==> src/include/rfm_params.svh <==
// register offsets, frame constants and command codes of the frame formatter
`ifndef RFM_PARAMS_SVH
`define RFM_PARAMS_SVH
`define RFM_ADDR_CMD_DATA 8'h48
`define RFM_ADDR_CMD_CTRL 8'h4a
`define RFM_CMD_TYPE0 8'h00
`define RFM_CMD_TYPE1 8'h01
`define RFM_HDR_FIXED 8'h05
`define RFM_HDR_LEN_POS 3'h2
`define RFM_HDR_SEQ_POS 3'h1
`define RFM_MAX_FRAME 14'h20f8
`define RFM_BLOCK_LEN 8'h40
`define RFM_CRC8_POLY 8'h07
`define RFM_CRC16_POLY 16'h1021
`define RFM_SYNC_WORD 16'h59f3
`define RFM_PREAMBLE 8'h77
`define RFM_PREAMBLE_LEN 4'h4
`define RFM_RXC_CRCERR 3'h1
`define RFM_RXC_HEADER 8'h80
`endif

==> src/include/rfm_pkg.sv <==
// types shared by the frame formatter files
package rfm_pkg;
  typedef enum logic [0:0] {
    RFM_TYPE0 = 1'b0,
    RFM_TYPE1 = 1'b1
  } rfm_ftype_t;

  typedef struct packed {
    logic write;
    logic [7:0] addr;
    logic [7:0] data;
  } rfm_hostwr_t;

  typedef struct packed {
    logic valid;
    logic ctrl;
    logic [7:0] data;
  } rfm_rxbyte_t;
endpackage

==> src/rtl/rfm_crc.sv <==
// serial-in byte CRC engine, width and polynomial set by parameters
`timescale 1ns/1ns
`include "rfm_params.svh"
module rfm_crc import rfm_pkg::*; #(
  parameter int WIDTH = 16,
  parameter logic [WIDTH-1:0] POLY = `RFM_CRC16_POLY
) (
  // clock and reset
  input wire logic ref_clk,
  input wire logic rst_n,
  // control
  input wire logic clear,
  input wire logic step,
  input wire logic [7:0] dataIn,
  // result
  output logic [WIDTH-1:0] crc
);
  logic [WIDTH-1:0] next_crc;

  always_comb begin
    next_crc = crc;
    for (int i = 7; i >= 0; i--) begin
      if (next_crc[WIDTH-1] ^ dataIn[i]) begin
        next_crc = {next_crc[WIDTH-2:0], 1'b0} ^ POLY;
      end else begin
        next_crc = {next_crc[WIDTH-2:0], 1'b0};
      end
    end
  end

  always_ff @(posedge ref_clk or negedge rst_n) begin
    if (!rst_n) begin
      crc <= '0;
    end else if (clear) begin
      crc <= '0;
    end else if (step) begin
      crc <= next_crc;
    end
  end
endmodule

==> src/rtl/rfm_hamming.sv <==
// hamming(8,4) nibble encoder used for the coded frame type
`timescale 1ns/1ns
module rfm_hamming (
  // nibble in
  input wire logic [3:0] nibble,
  // codeword out
  output logic [7:0] code
);
  logic p1;
  logic p2;
  logic p3;
  logic p4;

  always_comb begin
    p1 = nibble[0] ^ nibble[1] ^ nibble[3];
    p2 = nibble[0] ^ nibble[2] ^ nibble[3];
    p3 = nibble[1] ^ nibble[2] ^ nibble[3];
    p4 = ^{nibble, p1, p2, p3};
    code = {p4, p3, p2, p1, nibble};
  end
endmodule

==> src/rtl/rtcm_frame_formatter.sv <==
// frame formatter: transmit framer from command register writes, receive record writer
// Summary of operation
// - frame types 0 plain and 1 coded
// - device inserts preamble, sync, type, crcs, coding
// - device adds one for header crc
// - device overwrites header byte two with sequence
// - payload split in blocks with crc16, parity
// - receiver finds type and length, reports type
// - receive record starts control byte, five header
// - per block control byte shows crc failure
// - block byte gives blocks remaining and index
// - two bytes give block data count
// - block data follows; repeat for all blocks
// - fixed blocks of BLOCK_LEN bytes, only the last may be shorter
// - frames up to 8440 bytes handled
`timescale 1ns/1ns
`include "rfm_params.svh"
module rtcm_frame_formatter import rfm_pkg::*; #(
  parameter logic [7:0] BLOCK_LEN = `RFM_BLOCK_LEN,
  parameter logic [13:0] MAX_FRAME = `RFM_MAX_FRAME
) (
  // clock and reset
  input wire logic ref_clk,
  input wire logic rst_n,
  // host register writes
  input rfm_hostwr_t hostWr,
  // transmit byte stream to the modulator
  output logic txValid,
  output logic [7:0] txByte,
  output logic txLast,
  input wire logic txReady,
  // demodulated bytes after frame sync
  input wire logic rxValid,
  input wire logic [7:0] rxByte,
  input wire logic rxSyncFound,
  // receive fifo writes
  output rfm_rxbyte_t rxOut,
  // status
  output rfm_ftype_t rxType,
  output logic txBusy
);
  typedef enum logic [2:0] {
    TX_IDLE = 3'b000,
    TX_PRE = 3'b001,
    TX_SYNC = 3'b010,
    TX_HDR = 3'b011,
    TX_HCRC = 3'b100,
    TX_DATA = 3'b101,
    TX_BCRC = 3'b110
  } rfm_txst_t;

  typedef enum logic [2:0] {
    RX_IDLE = 3'b000,
    RX_HDR = 3'b001,
    RX_BHDR = 3'b010,
    RX_DATA = 3'b011,
    RX_CRC = 3'b100,
    RX_EMIT = 3'b101
  } rfm_rxst_t;

  // transmit side: one byte held, host writes while busy must wait for txReady
  rfm_txst_t txState;
  rfm_ftype_t txType;
  logic [7:0] seqNum;
  logic [13:0] frameLen;
  logic [13:0] byteCount;
  logic [7:0] hdrLen;
  logic [7:0] blkCount;
  logic [1:0] sub;
  logic [7:0] heldByte;
  logic heldValid;
  logic [7:0] hCrc;
  logic [15:0] bCrc;
  logic [7:0] hamCode;
  logic dataWr;
  logic ctrlWr;
  logic [7:0] plainByte;
  logic [13:0] reqLen;
  localparam logic [15:0] SYNC_WORD = `RFM_SYNC_WORD;

  assign dataWr = hostWr.write && hostWr.addr == `RFM_ADDR_CMD_DATA;
  assign ctrlWr = hostWr.write && hostWr.addr == `RFM_ADDR_CMD_CTRL;
  assign txBusy = txState != TX_IDLE;
  assign reqLen = {6'h00, hostWr.data} << 6;
  // full count compare, so optional header bytes pass through untouched
  assign plainByte = (txState == TX_HDR && byteCount == 14'(`RFM_HDR_SEQ_POS)) ? seqNum :
                     (txState == TX_HDR && byteCount == 14'(`RFM_HDR_LEN_POS)) ?
                     heldByte + 8'h01 : heldByte;

  // frame type latch, taken from bit 0 of the control byte while not busy
  always_ff @(posedge ref_clk or negedge rst_n) begin
    if (!rst_n) begin
      txType <= RFM_TYPE0;
    end else if (ctrlWr && !txBusy) begin
      txType <= rfm_ftype_t'(hostWr.data[0]);
    end
  end

  // input byte holding stage; the host is paced by txBusy and the stream
  always_ff @(posedge ref_clk or negedge rst_n) begin
    if (!rst_n) begin
      heldByte <= 8'h00;
      heldValid <= 1'b0;
    end else if (dataWr) begin
      heldByte <= hostWr.data;
      heldValid <= 1'b1;
    end else if (txValid && txReady && (txState == TX_HDR || txState == TX_DATA) &&
                 (sub == 2'h2 || txType == RFM_TYPE0)) begin
      heldValid <= 1'b0;
    end
  end

  rfm_crc #(.WIDTH(8), .POLY(`RFM_CRC8_POLY)) uHdrCrc (
    .ref_clk(ref_clk),
    .rst_n(rst_n),
    .clear(txState == TX_SYNC),
    .step(txState == TX_HDR && txValid && txReady && sub == 2'h0),
    .dataIn(txByte),
    .crc(hCrc)
  );

  rfm_crc #(.WIDTH(16), .POLY(`RFM_CRC16_POLY)) uBlkCrc (
    .ref_clk(ref_clk),
    .rst_n(rst_n),
    .clear(txState == TX_HCRC || (txState == TX_BCRC && sub[0] && txReady)),
    .step(txState == TX_DATA && txValid && txReady && sub == 2'h0),
    .dataIn(heldByte),
    .crc(bCrc)
  );

  rfm_hamming uHam (
    .nibble(sub == 2'h1 ? plainByte[3:0] : plainByte[7:4]),
    .code(hamCode)
  );

  // transmit byte selection: header byte 2 and 3 substituted on the fly
  always_comb begin
    txValid = 1'b0;
    txByte = 8'h00;
    unique case (txState)
      TX_IDLE: begin
        txValid = 1'b0;
      end
      TX_PRE: begin
        txValid = 1'b1;
        txByte = `RFM_PREAMBLE;
      end
      TX_SYNC: begin
        txValid = 1'b1;
        txByte = sub[0] ? SYNC_WORD[7:0] : SYNC_WORD[15:8];
        if (sub == 2'h2) begin
          txByte = {7'h00, txType};
        end
      end
      TX_HDR, TX_DATA: begin
        txValid = heldValid;
        txByte = plainByte;
        if (txType == RFM_TYPE1 && sub != 2'h0) begin
          txByte = hamCode;
        end
      end
      TX_HCRC: begin
        txValid = 1'b1;
        txByte = hCrc;
      end
      TX_BCRC: begin
        txValid = 1'b1;
        txByte = sub[0] ? bCrc[7:0] : bCrc[15:8];
      end
      default: begin
        txValid = 1'b0;
      end
    endcase
  end

  assign txLast = txState == TX_BCRC && sub[0] && byteCount >= frameLen;

  // coded frames send each byte as two hamming words after the plain byte slot
  always_ff @(posedge ref_clk or negedge rst_n) begin
    if (!rst_n) begin
      txState <= TX_IDLE;
      sub <= 2'h0;
      byteCount <= 14'h0000;
      blkCount <= 8'h00;
      hdrLen <= 8'h00;
      seqNum <= 8'h00;
      frameLen <= 14'h0000;
    end else begin
      unique case (txState)
        TX_IDLE: begin
          if (ctrlWr) begin
            frameLen <= reqLen > MAX_FRAME ? MAX_FRAME : reqLen;
            txState <= TX_PRE;
            sub <= 2'h0;
          end
        end
        TX_PRE: begin
          if (txReady) begin
            sub <= sub + 2'h1;
            if (sub == 2'(`RFM_PREAMBLE_LEN - 4'h1)) begin
              sub <= 2'h0;
              txState <= TX_SYNC;
            end
          end
        end
        TX_SYNC: begin
          if (txReady) begin
            sub <= sub + 2'h1;
            if (sub == 2'h2) begin
              sub <= 2'h0;
              byteCount <= 14'h0000;
              hdrLen <= `RFM_HDR_FIXED;
              txState <= TX_HDR;
            end
          end
        end
        TX_HDR: begin
          if (txValid && txReady) begin
            if (txType == RFM_TYPE1 && sub != 2'h2) begin
              sub <= sub + 2'h1;
            end else begin
              sub <= 2'h0;
              byteCount <= byteCount + 14'h0001;
              if (byteCount == 14'(`RFM_HDR_LEN_POS)) begin
                hdrLen <= heldByte;
              end
              if (byteCount + 14'h0001 == {6'h00, hdrLen} && byteCount >= 14'h0004) begin
                txState <= TX_HCRC;
              end
            end
          end
        end
        TX_HCRC: begin
          if (txReady) begin
            seqNum <= seqNum + 8'h01;
            byteCount <= 14'h0000;
            blkCount <= 8'h00;
            txState <= TX_DATA;
          end
        end
        TX_DATA: begin
          if (txValid && txReady) begin
            if (txType == RFM_TYPE1 && sub != 2'h2) begin
              sub <= sub + 2'h1;
            end else begin
              sub <= 2'h0;
              byteCount <= byteCount + 14'h0001;
              blkCount <= blkCount + 8'h01;
              if (blkCount + 8'h01 == BLOCK_LEN || byteCount + 14'h0001 >= frameLen) begin
                txState <= TX_BCRC;
              end
            end
          end
        end
        TX_BCRC: begin
          if (txReady) begin
            sub <= sub + 2'h1;
            if (sub[0]) begin
              sub <= 2'h0;
              blkCount <= 8'h00;
              txState <= byteCount >= frameLen ? TX_IDLE : TX_DATA;
            end
          end
        end
        default: begin
          txState <= TX_IDLE;
        end
      endcase
    end
  end

  // receive side: header, then one record per block of up to BLOCK_LEN bytes
  rfm_rxst_t rxState;
  logic [2:0] rxHdrIdx;
  logic [13:0] rxRemain;
  logic [7:0] rxBlkIdx;
  logic [7:0] rxBlkTotal;
  logic [7:0] rxBlkLen;
  logic [7:0] rxBlkPos;
  logic [7:0] rxMem [0:255];
  logic [1:0] rxCrcIdx;
  logic [15:0] rxCrcGot;
  logic [15:0] rxCrcCalc;
  logic [2:0] rxEmitStep;

  rfm_crc #(.WIDTH(16), .POLY(`RFM_CRC16_POLY)) uRxCrc (
    .ref_clk(ref_clk),
    .rst_n(rst_n),
    .clear(rxState == RX_BHDR),
    .step(rxState == RX_DATA && rxValid),
    .dataIn(rxByte),
    .crc(rxCrcCalc)
  );

  always_ff @(posedge ref_clk) begin
    if (rxState == RX_DATA && rxValid) begin
      rxMem[rxBlkPos] <= rxByte;
    end
  end

  // records are held a block at a time so the crc verdict precedes the data
  always_ff @(posedge ref_clk or negedge rst_n) begin
    if (!rst_n) begin
      rxState <= RX_IDLE;
      rxOut <= '0;
      rxType <= RFM_TYPE0;
      rxHdrIdx <= 3'h0;
      rxRemain <= 14'h0000;
      rxBlkIdx <= 8'h00;
      rxBlkTotal <= 8'h00;
      rxBlkLen <= 8'h00;
      rxBlkPos <= 8'h00;
      rxCrcIdx <= 2'h0;
      rxCrcGot <= 16'h0000;
      rxEmitStep <= 3'h0;
    end else begin
      rxOut <= '0;
      unique case (rxState)
        RX_IDLE: begin
          if (rxSyncFound && rxValid) begin
            rxType <= rfm_ftype_t'(rxByte[0]);
            rxOut <= '{valid: 1'b1, ctrl: 1'b1, data: `RFM_RXC_HEADER | {7'h00, rxByte[0]}};
            rxHdrIdx <= 3'h0;
            rxState <= RX_HDR;
          end
        end
        RX_HDR: begin
          if (rxValid) begin
            rxOut <= '{valid: 1'b1, ctrl: 1'b0, data: rxByte};
            rxHdrIdx <= rxHdrIdx + 3'h1;
            if (rxHdrIdx == `RFM_HDR_LEN_POS + 3'h1) begin
              rxRemain <= {rxByte, 6'h00};
              rxBlkTotal <= rxByte;
            end
            if (rxHdrIdx == 3'(`RFM_HDR_FIXED - 8'h01)) begin
              rxBlkIdx <= 8'h00;
              rxState <= RX_BHDR;
            end
          end
        end
        RX_BHDR: begin
          rxBlkPos <= 8'h00;
          rxBlkLen <= rxRemain > {6'h00, BLOCK_LEN} ? BLOCK_LEN : rxRemain[7:0];
          rxCrcIdx <= 2'h0;
          rxState <= rxRemain == 14'h0000 ? RX_IDLE : RX_DATA;
        end
        RX_DATA: begin
          if (rxValid) begin
            rxBlkPos <= rxBlkPos + 8'h01;
            if (rxBlkPos + 8'h01 == rxBlkLen) begin
              rxState <= RX_CRC;
            end
          end
        end
        RX_CRC: begin
          if (rxValid) begin
            rxCrcGot <= {rxCrcGot[7:0], rxByte};
            rxCrcIdx <= rxCrcIdx + 2'h1;
            if (rxCrcIdx == 2'h1) begin
              rxEmitStep <= 3'h0;
              rxBlkPos <= 8'h00;
              rxState <= RX_EMIT;
            end
          end
        end
        RX_EMIT: begin
          rxEmitStep <= rxEmitStep == 3'h4 ? 3'h4 : rxEmitStep + 3'h1;
          unique case (rxEmitStep)
            3'h0: rxOut <= '{valid: 1'b1, ctrl: 1'b1,
                             data: {7'h00, rxType} |
                                   ({7'h00, rxCrcGot != rxCrcCalc} << `RFM_RXC_CRCERR)};
            3'h1: rxOut <= '{valid: 1'b1, ctrl: 1'b0,
                             data: {rxBlkTotal[3:0] - rxBlkIdx[3:0] - 4'h1,
                                    rxBlkIdx[3:0]}};
            3'h2: rxOut <= '{valid: 1'b1, ctrl: 1'b0, data: 8'h00};
            3'h3: rxOut <= '{valid: 1'b1, ctrl: 1'b0, data: rxBlkLen};
            default: begin
              rxOut <= '{valid: 1'b1, ctrl: 1'b0, data: rxMem[rxBlkPos]};
              rxBlkPos <= rxBlkPos + 8'h01;
              if (rxBlkPos + 8'h01 == rxBlkLen) begin
                rxRemain <= rxRemain - {6'h00, rxBlkLen};
                rxBlkIdx <= rxBlkIdx + 8'h01;
                rxState <= RX_BHDR;
              end
            end
          endcase
        end
        default: begin
          rxState <= RX_IDLE;
        end
      endcase
    end
  end
endmodule

==> config.mk <==
export PLATFORM = sky130hd
export DESIGN_NAME = rtcm_frame_formatter
export DESIGN_NICKNAME = d
export VERILOG_FILES = /design/src/include/rfm_pkg.sv /design/src/rtl/rfm_crc.sv /design/src/rtl/rfm_hamming.sv /design/src/rtl/rtcm_frame_formatter.sv
export VERILOG_INCLUDE_DIRS = /design/src /design/src/include
export SDC_FILE = /design/constraint.sdc
export NUM_CORES = 2
export LEC_CHECK = 0
export BUFFER_PORTS_ARGS = -buffer_cell sky130_fd_sc_hd__buf_2
export CAP_MARGIN = 25
export CORE_MARGIN = 2
export CORE_UTILIZATION = 60
export CTS_CLUSTER_DIAMETER = 100
export DETAILED_ROUTE_END_ITERATION = 12
export PLACE_DENSITY = 0.79
export SLEW_MARGIN = 5
export SYNTH_ARGS = -nofsm -noshare
export SYNTH_HDL_FRONTEND = slang
export SYNTH_SLANG_ARGS = --single-unit
==> constraint.sdc <==
create_clock -name ref_clk -period 4.7 [get_ports ref_clk]
set_input_delay 1.175 -clock ref_clk [delete_from_list [all_inputs] [get_ports ref_clk]]
set_output_delay 1.175 -clock ref_clk [all_outputs]
set_load 0.02 [all_outputs]
==> impl_metrics.tcl <==
set metrics [dict create \
    status "finished, final reports clean" \
    ys_seq_area_share_pct 72.7 \
    hold_viol_final 0 \
    drv_cap 0 \
    worst_pin_slew_ns 1.18 \
    r2r_slack_ns 0.60 \
    cts_buffer_depth 3 \
    die_x_um 393 \
    dp_slack_ns 0.602 \
    end_kind "primary output" \
    first_pass_iters 7 \
    post_synth_most_frequent_cells "edfxtp_1 (2048), mux4_2 (650), nor2_1 (334)" \
    vias_per_cell 6.87 \
    p_per_area_mw_per_mm2 507 \
    final_area_mm2 0.102 \
    nFillCells 8888 \
    vdd_ir_drop_max_mv 0.430 \
    setup_viol 0 \
    coreArea_mm2 0.150 \
    layout.cells.non_filler 7127 \
    grt_overflow 0 \
    fin_crit_sh_pct 99.5 \
    syn_inst 4634 \
    rr_startpoint "rxBlkPos[0]$_DFFE_PN0P_" \
    p_leak_nw 33.0 \
    synth.largest_area_cell "edfxtp_1" \
    drc 0 \
    grt_max_degree 186 \
    syn_to_final_growth_pct 12.9 \
    cts_made_buffers 211 \
    cts_hold_buf 0 \
    worst_setup_path_start_kind "register" \
    clk_latency_ns 0.84 \
    htree_levels 4 \
    first_iter_violations 6871 \
    cp_max_fo 5 \
    cts_root_buf "clkbuf_16" \
    slew_viol_final 0 \
    crit_path_start "byteCount[12]$_DFFE_PN0P_" \
    arrival_ns 3.50 \
    worstSetupPathType "reg -> out" \
    ys_top_cells_by_area "edfxtp_1 (68%), mux4_2 (16%), dfrtp_1 (4.9%), nor2_1 (1.4%), ha_1 (0.83%)" \
    cts_tree "done" \
    worst_hold_path_type "in -> async" \
    synth_edf_count 2048 \
    yosysTopAreaCellShare_pct 67.8 \
    dp.cells 6706 \
    ios 52 \
    hpwl_um 134000 \
    ys_ff_latch 2226 \
    fmax_mhz 214 \
    die-area_mm2 0.154 \
    placed_cell_area_mm2 0.0949 \
    hold_slack_ns 0.441 \
    io_buffer_count 51 \
    synth.most_common_cell "edfxtp_1" \
    gp_congestion 0.924 \
    grt_pass1_vias 48983 \
    grt_usage_pct 30.9 \
    wl_per_cell_um 32.8 \
    finalWirelength_um 234000 \
    crit_required_ns 3.52 \
    synthesis.nets 4726 \
    ys_warn_count 0 \
    netlist-cell-type-count 86 \
    start_util_pct 60.5 \
    async_flop_share_pct 8.00 \
    vias 48971 \
    fin_worst_skew_ns 0.0522 \
    worst_slack_ns 0.0243 \
    fin_crit_ns 4.68 \
    clkSinkCount 2226 \
    synth.avg_cell_area_um2 19.6 \
    antenna_found_initial 6 \
    die_h_um 393 \
    netlist_area_mm2 0.0907 \
    nets 5016 \
    rows 142 \
    ant_nets 0 \
    relSlewSlack_pct 21.2 \
    rsz0062_at_grt "true" \
    clk_pin_slew_ns 0.06 \
    drive_gt1_share_pct 27.8 \
    ys.flop_type "edfxtp_1" \
    grt_pass1_wl_um 341000 \
]
logic make-up after synthesis:
family                     Yosys count  share of synthesized area, %
DFF                               2226                          72.7
AOI/OAI and AO/OA                  367                          2.65
and+or+nand+nor                    795                          3.93
buffers and inverters              339                          1.55
xor gates and xnor gates           137                          1.41
muxes                              706                          16.8
adders and majority gates           64                         0.894
cell type report:
| class | instances | area [um2] | area share (%) |
|---|---|---|---|
| well taps | 2016 | 2520 | 2.46 |
| diodes | 6 | 15.0 | 0.0147 |
| inverters | 77 | 293 | 0.286 |
| flip-flops and latches | 2226 | 66000 | 64.5 |
| multi-input cells | 2069 | 23500 | 23.0 |
| repair buffers | 339 | 2990 | 2.92 |
| clock buffers | 252 | 5500 | 5.37 |
| clock inverters | 142 | 1550 | 1.51 |
state kept, by name (all words and copies together), names as in the netlist, 9 cells and up:
register     cells
rxCrcGot        16
uBlkCrc.crc     16
rxOut           10
rxRemain        14
frameLen         9
byteCount       14
rxMem         2048
uRxCrc.crc      16
stage by stage:
step | util (%) | total power, mW | TNS (ns)
2_1_floorplan | - | 30.8 | 0
3_3_place_gp | 63.2 | 34.3 | 0
3_5_place_dp | 63.3 | 34.5 | 0
4_1_cts | 68.1 | 51.9 | 0
5_1_grt | 68.3 | 53.4 | -0.328
6_report | 68.3 | 51.9 | 0
cell usage in the layout (no fill, tap or decap), types with 15 or more instances in the layout:
| master | instances |
|---|---|
| edfxtp_1 | 2048 |
| mux4_2 | 650 |
| nor2_1 | 331 |
| buf_4 | 244 |
| clkbuf_16 | 214 |
| nand2_1 | 187 |
| dfrtp_1 | 162 |
| o21ai_0 | 127 |
| xnor2_1 | 82 |
| nand3_1 | 80 |
| inv_1 | 73 |
| a21oi_1 | 59 |
| ha_1 | 58 |
| clkinv_1 | 46 |
| xor2_1 | 45 |
| buf_2 | 39 |
| clkinv_2 | 38 |
| clkbuf_1 | 38 |
| mux2_2 | 37 |
| buf_12 | 35 |
| nor2b_1 | 32 |
| nor3_1 | 30 |
| bufinv_16 | 27 |
| nand4_1 | 26 |
| nand2b_1 | 19 |
| a31oi_1 | 18 |
| a21o_1 | 18 |
| a22o_1 | 18 |
| mux2i_1 | 17 |
| and2_1 | 15 |
| and3_1 | 15 |
worst paths after layout:
check,to,depth (start not counted)
setup reg to reg,rxOut[0]$_DFF_PN0_,12
setup / recovery,txByte[7],10
min in group ref_clk,frameLen[12]$_DFFE_PN0P_,2
hold / removal,rxCrcIdx[0]$_DFFE_PN0P_,1
max in group asynchronous,uHdrCrc.crc[6]$_DFFE_PN0P_,2
hold reg to reg,frameLen[12]$_DFFE_PN0P_,2
critical path, stage by stage (launching register included):
cell and delay [ns]:
dfrtp_2 0.46, nor4_4 0.38, nand4_1 0.26, buf_4 0.22
a21oi_4 0.14, o22ai_4 0.11, xnor2_2 0.23, xor2_1 0.12
a221oi_2 0.36, a311o_1 0.23, buf_6 0.14
timing repair:
item                       in CTS  in global routing
buffers inserted                8                 12
pin swaps                       6                  7
resized for setup              25                 22
setup endpoints to repair       5                  7
power by group:
| group | switching, mW | internal, mW | leakage, nW |
|---|---|---|---|
| clock network | 7.52 | 9.87 | 3.41 |
| logic | 6.49 | 5.42 | 8.83 |
| registers | 0.600 | 22.0 | 20.7 |
metal layers:
| layer | track usage (%) | share of wire (%) | vias to the layer above | wire length (um) |
|---|---|---|---|---|
| met3 | 7.65 | 12 | 619 | 26900 |
| met2 | 49.2 | 49 | 3609 | 114000 |
| met1 | 41.5 | 35 | 25346 | 82800 |
| met5 | 0 | 0 | - | 0 |
| li1 | - | - | 19397 | - |
| met4 | 12.4 | 4.3 | 0 | 10200 |
(Power assumes the default switching activity.)
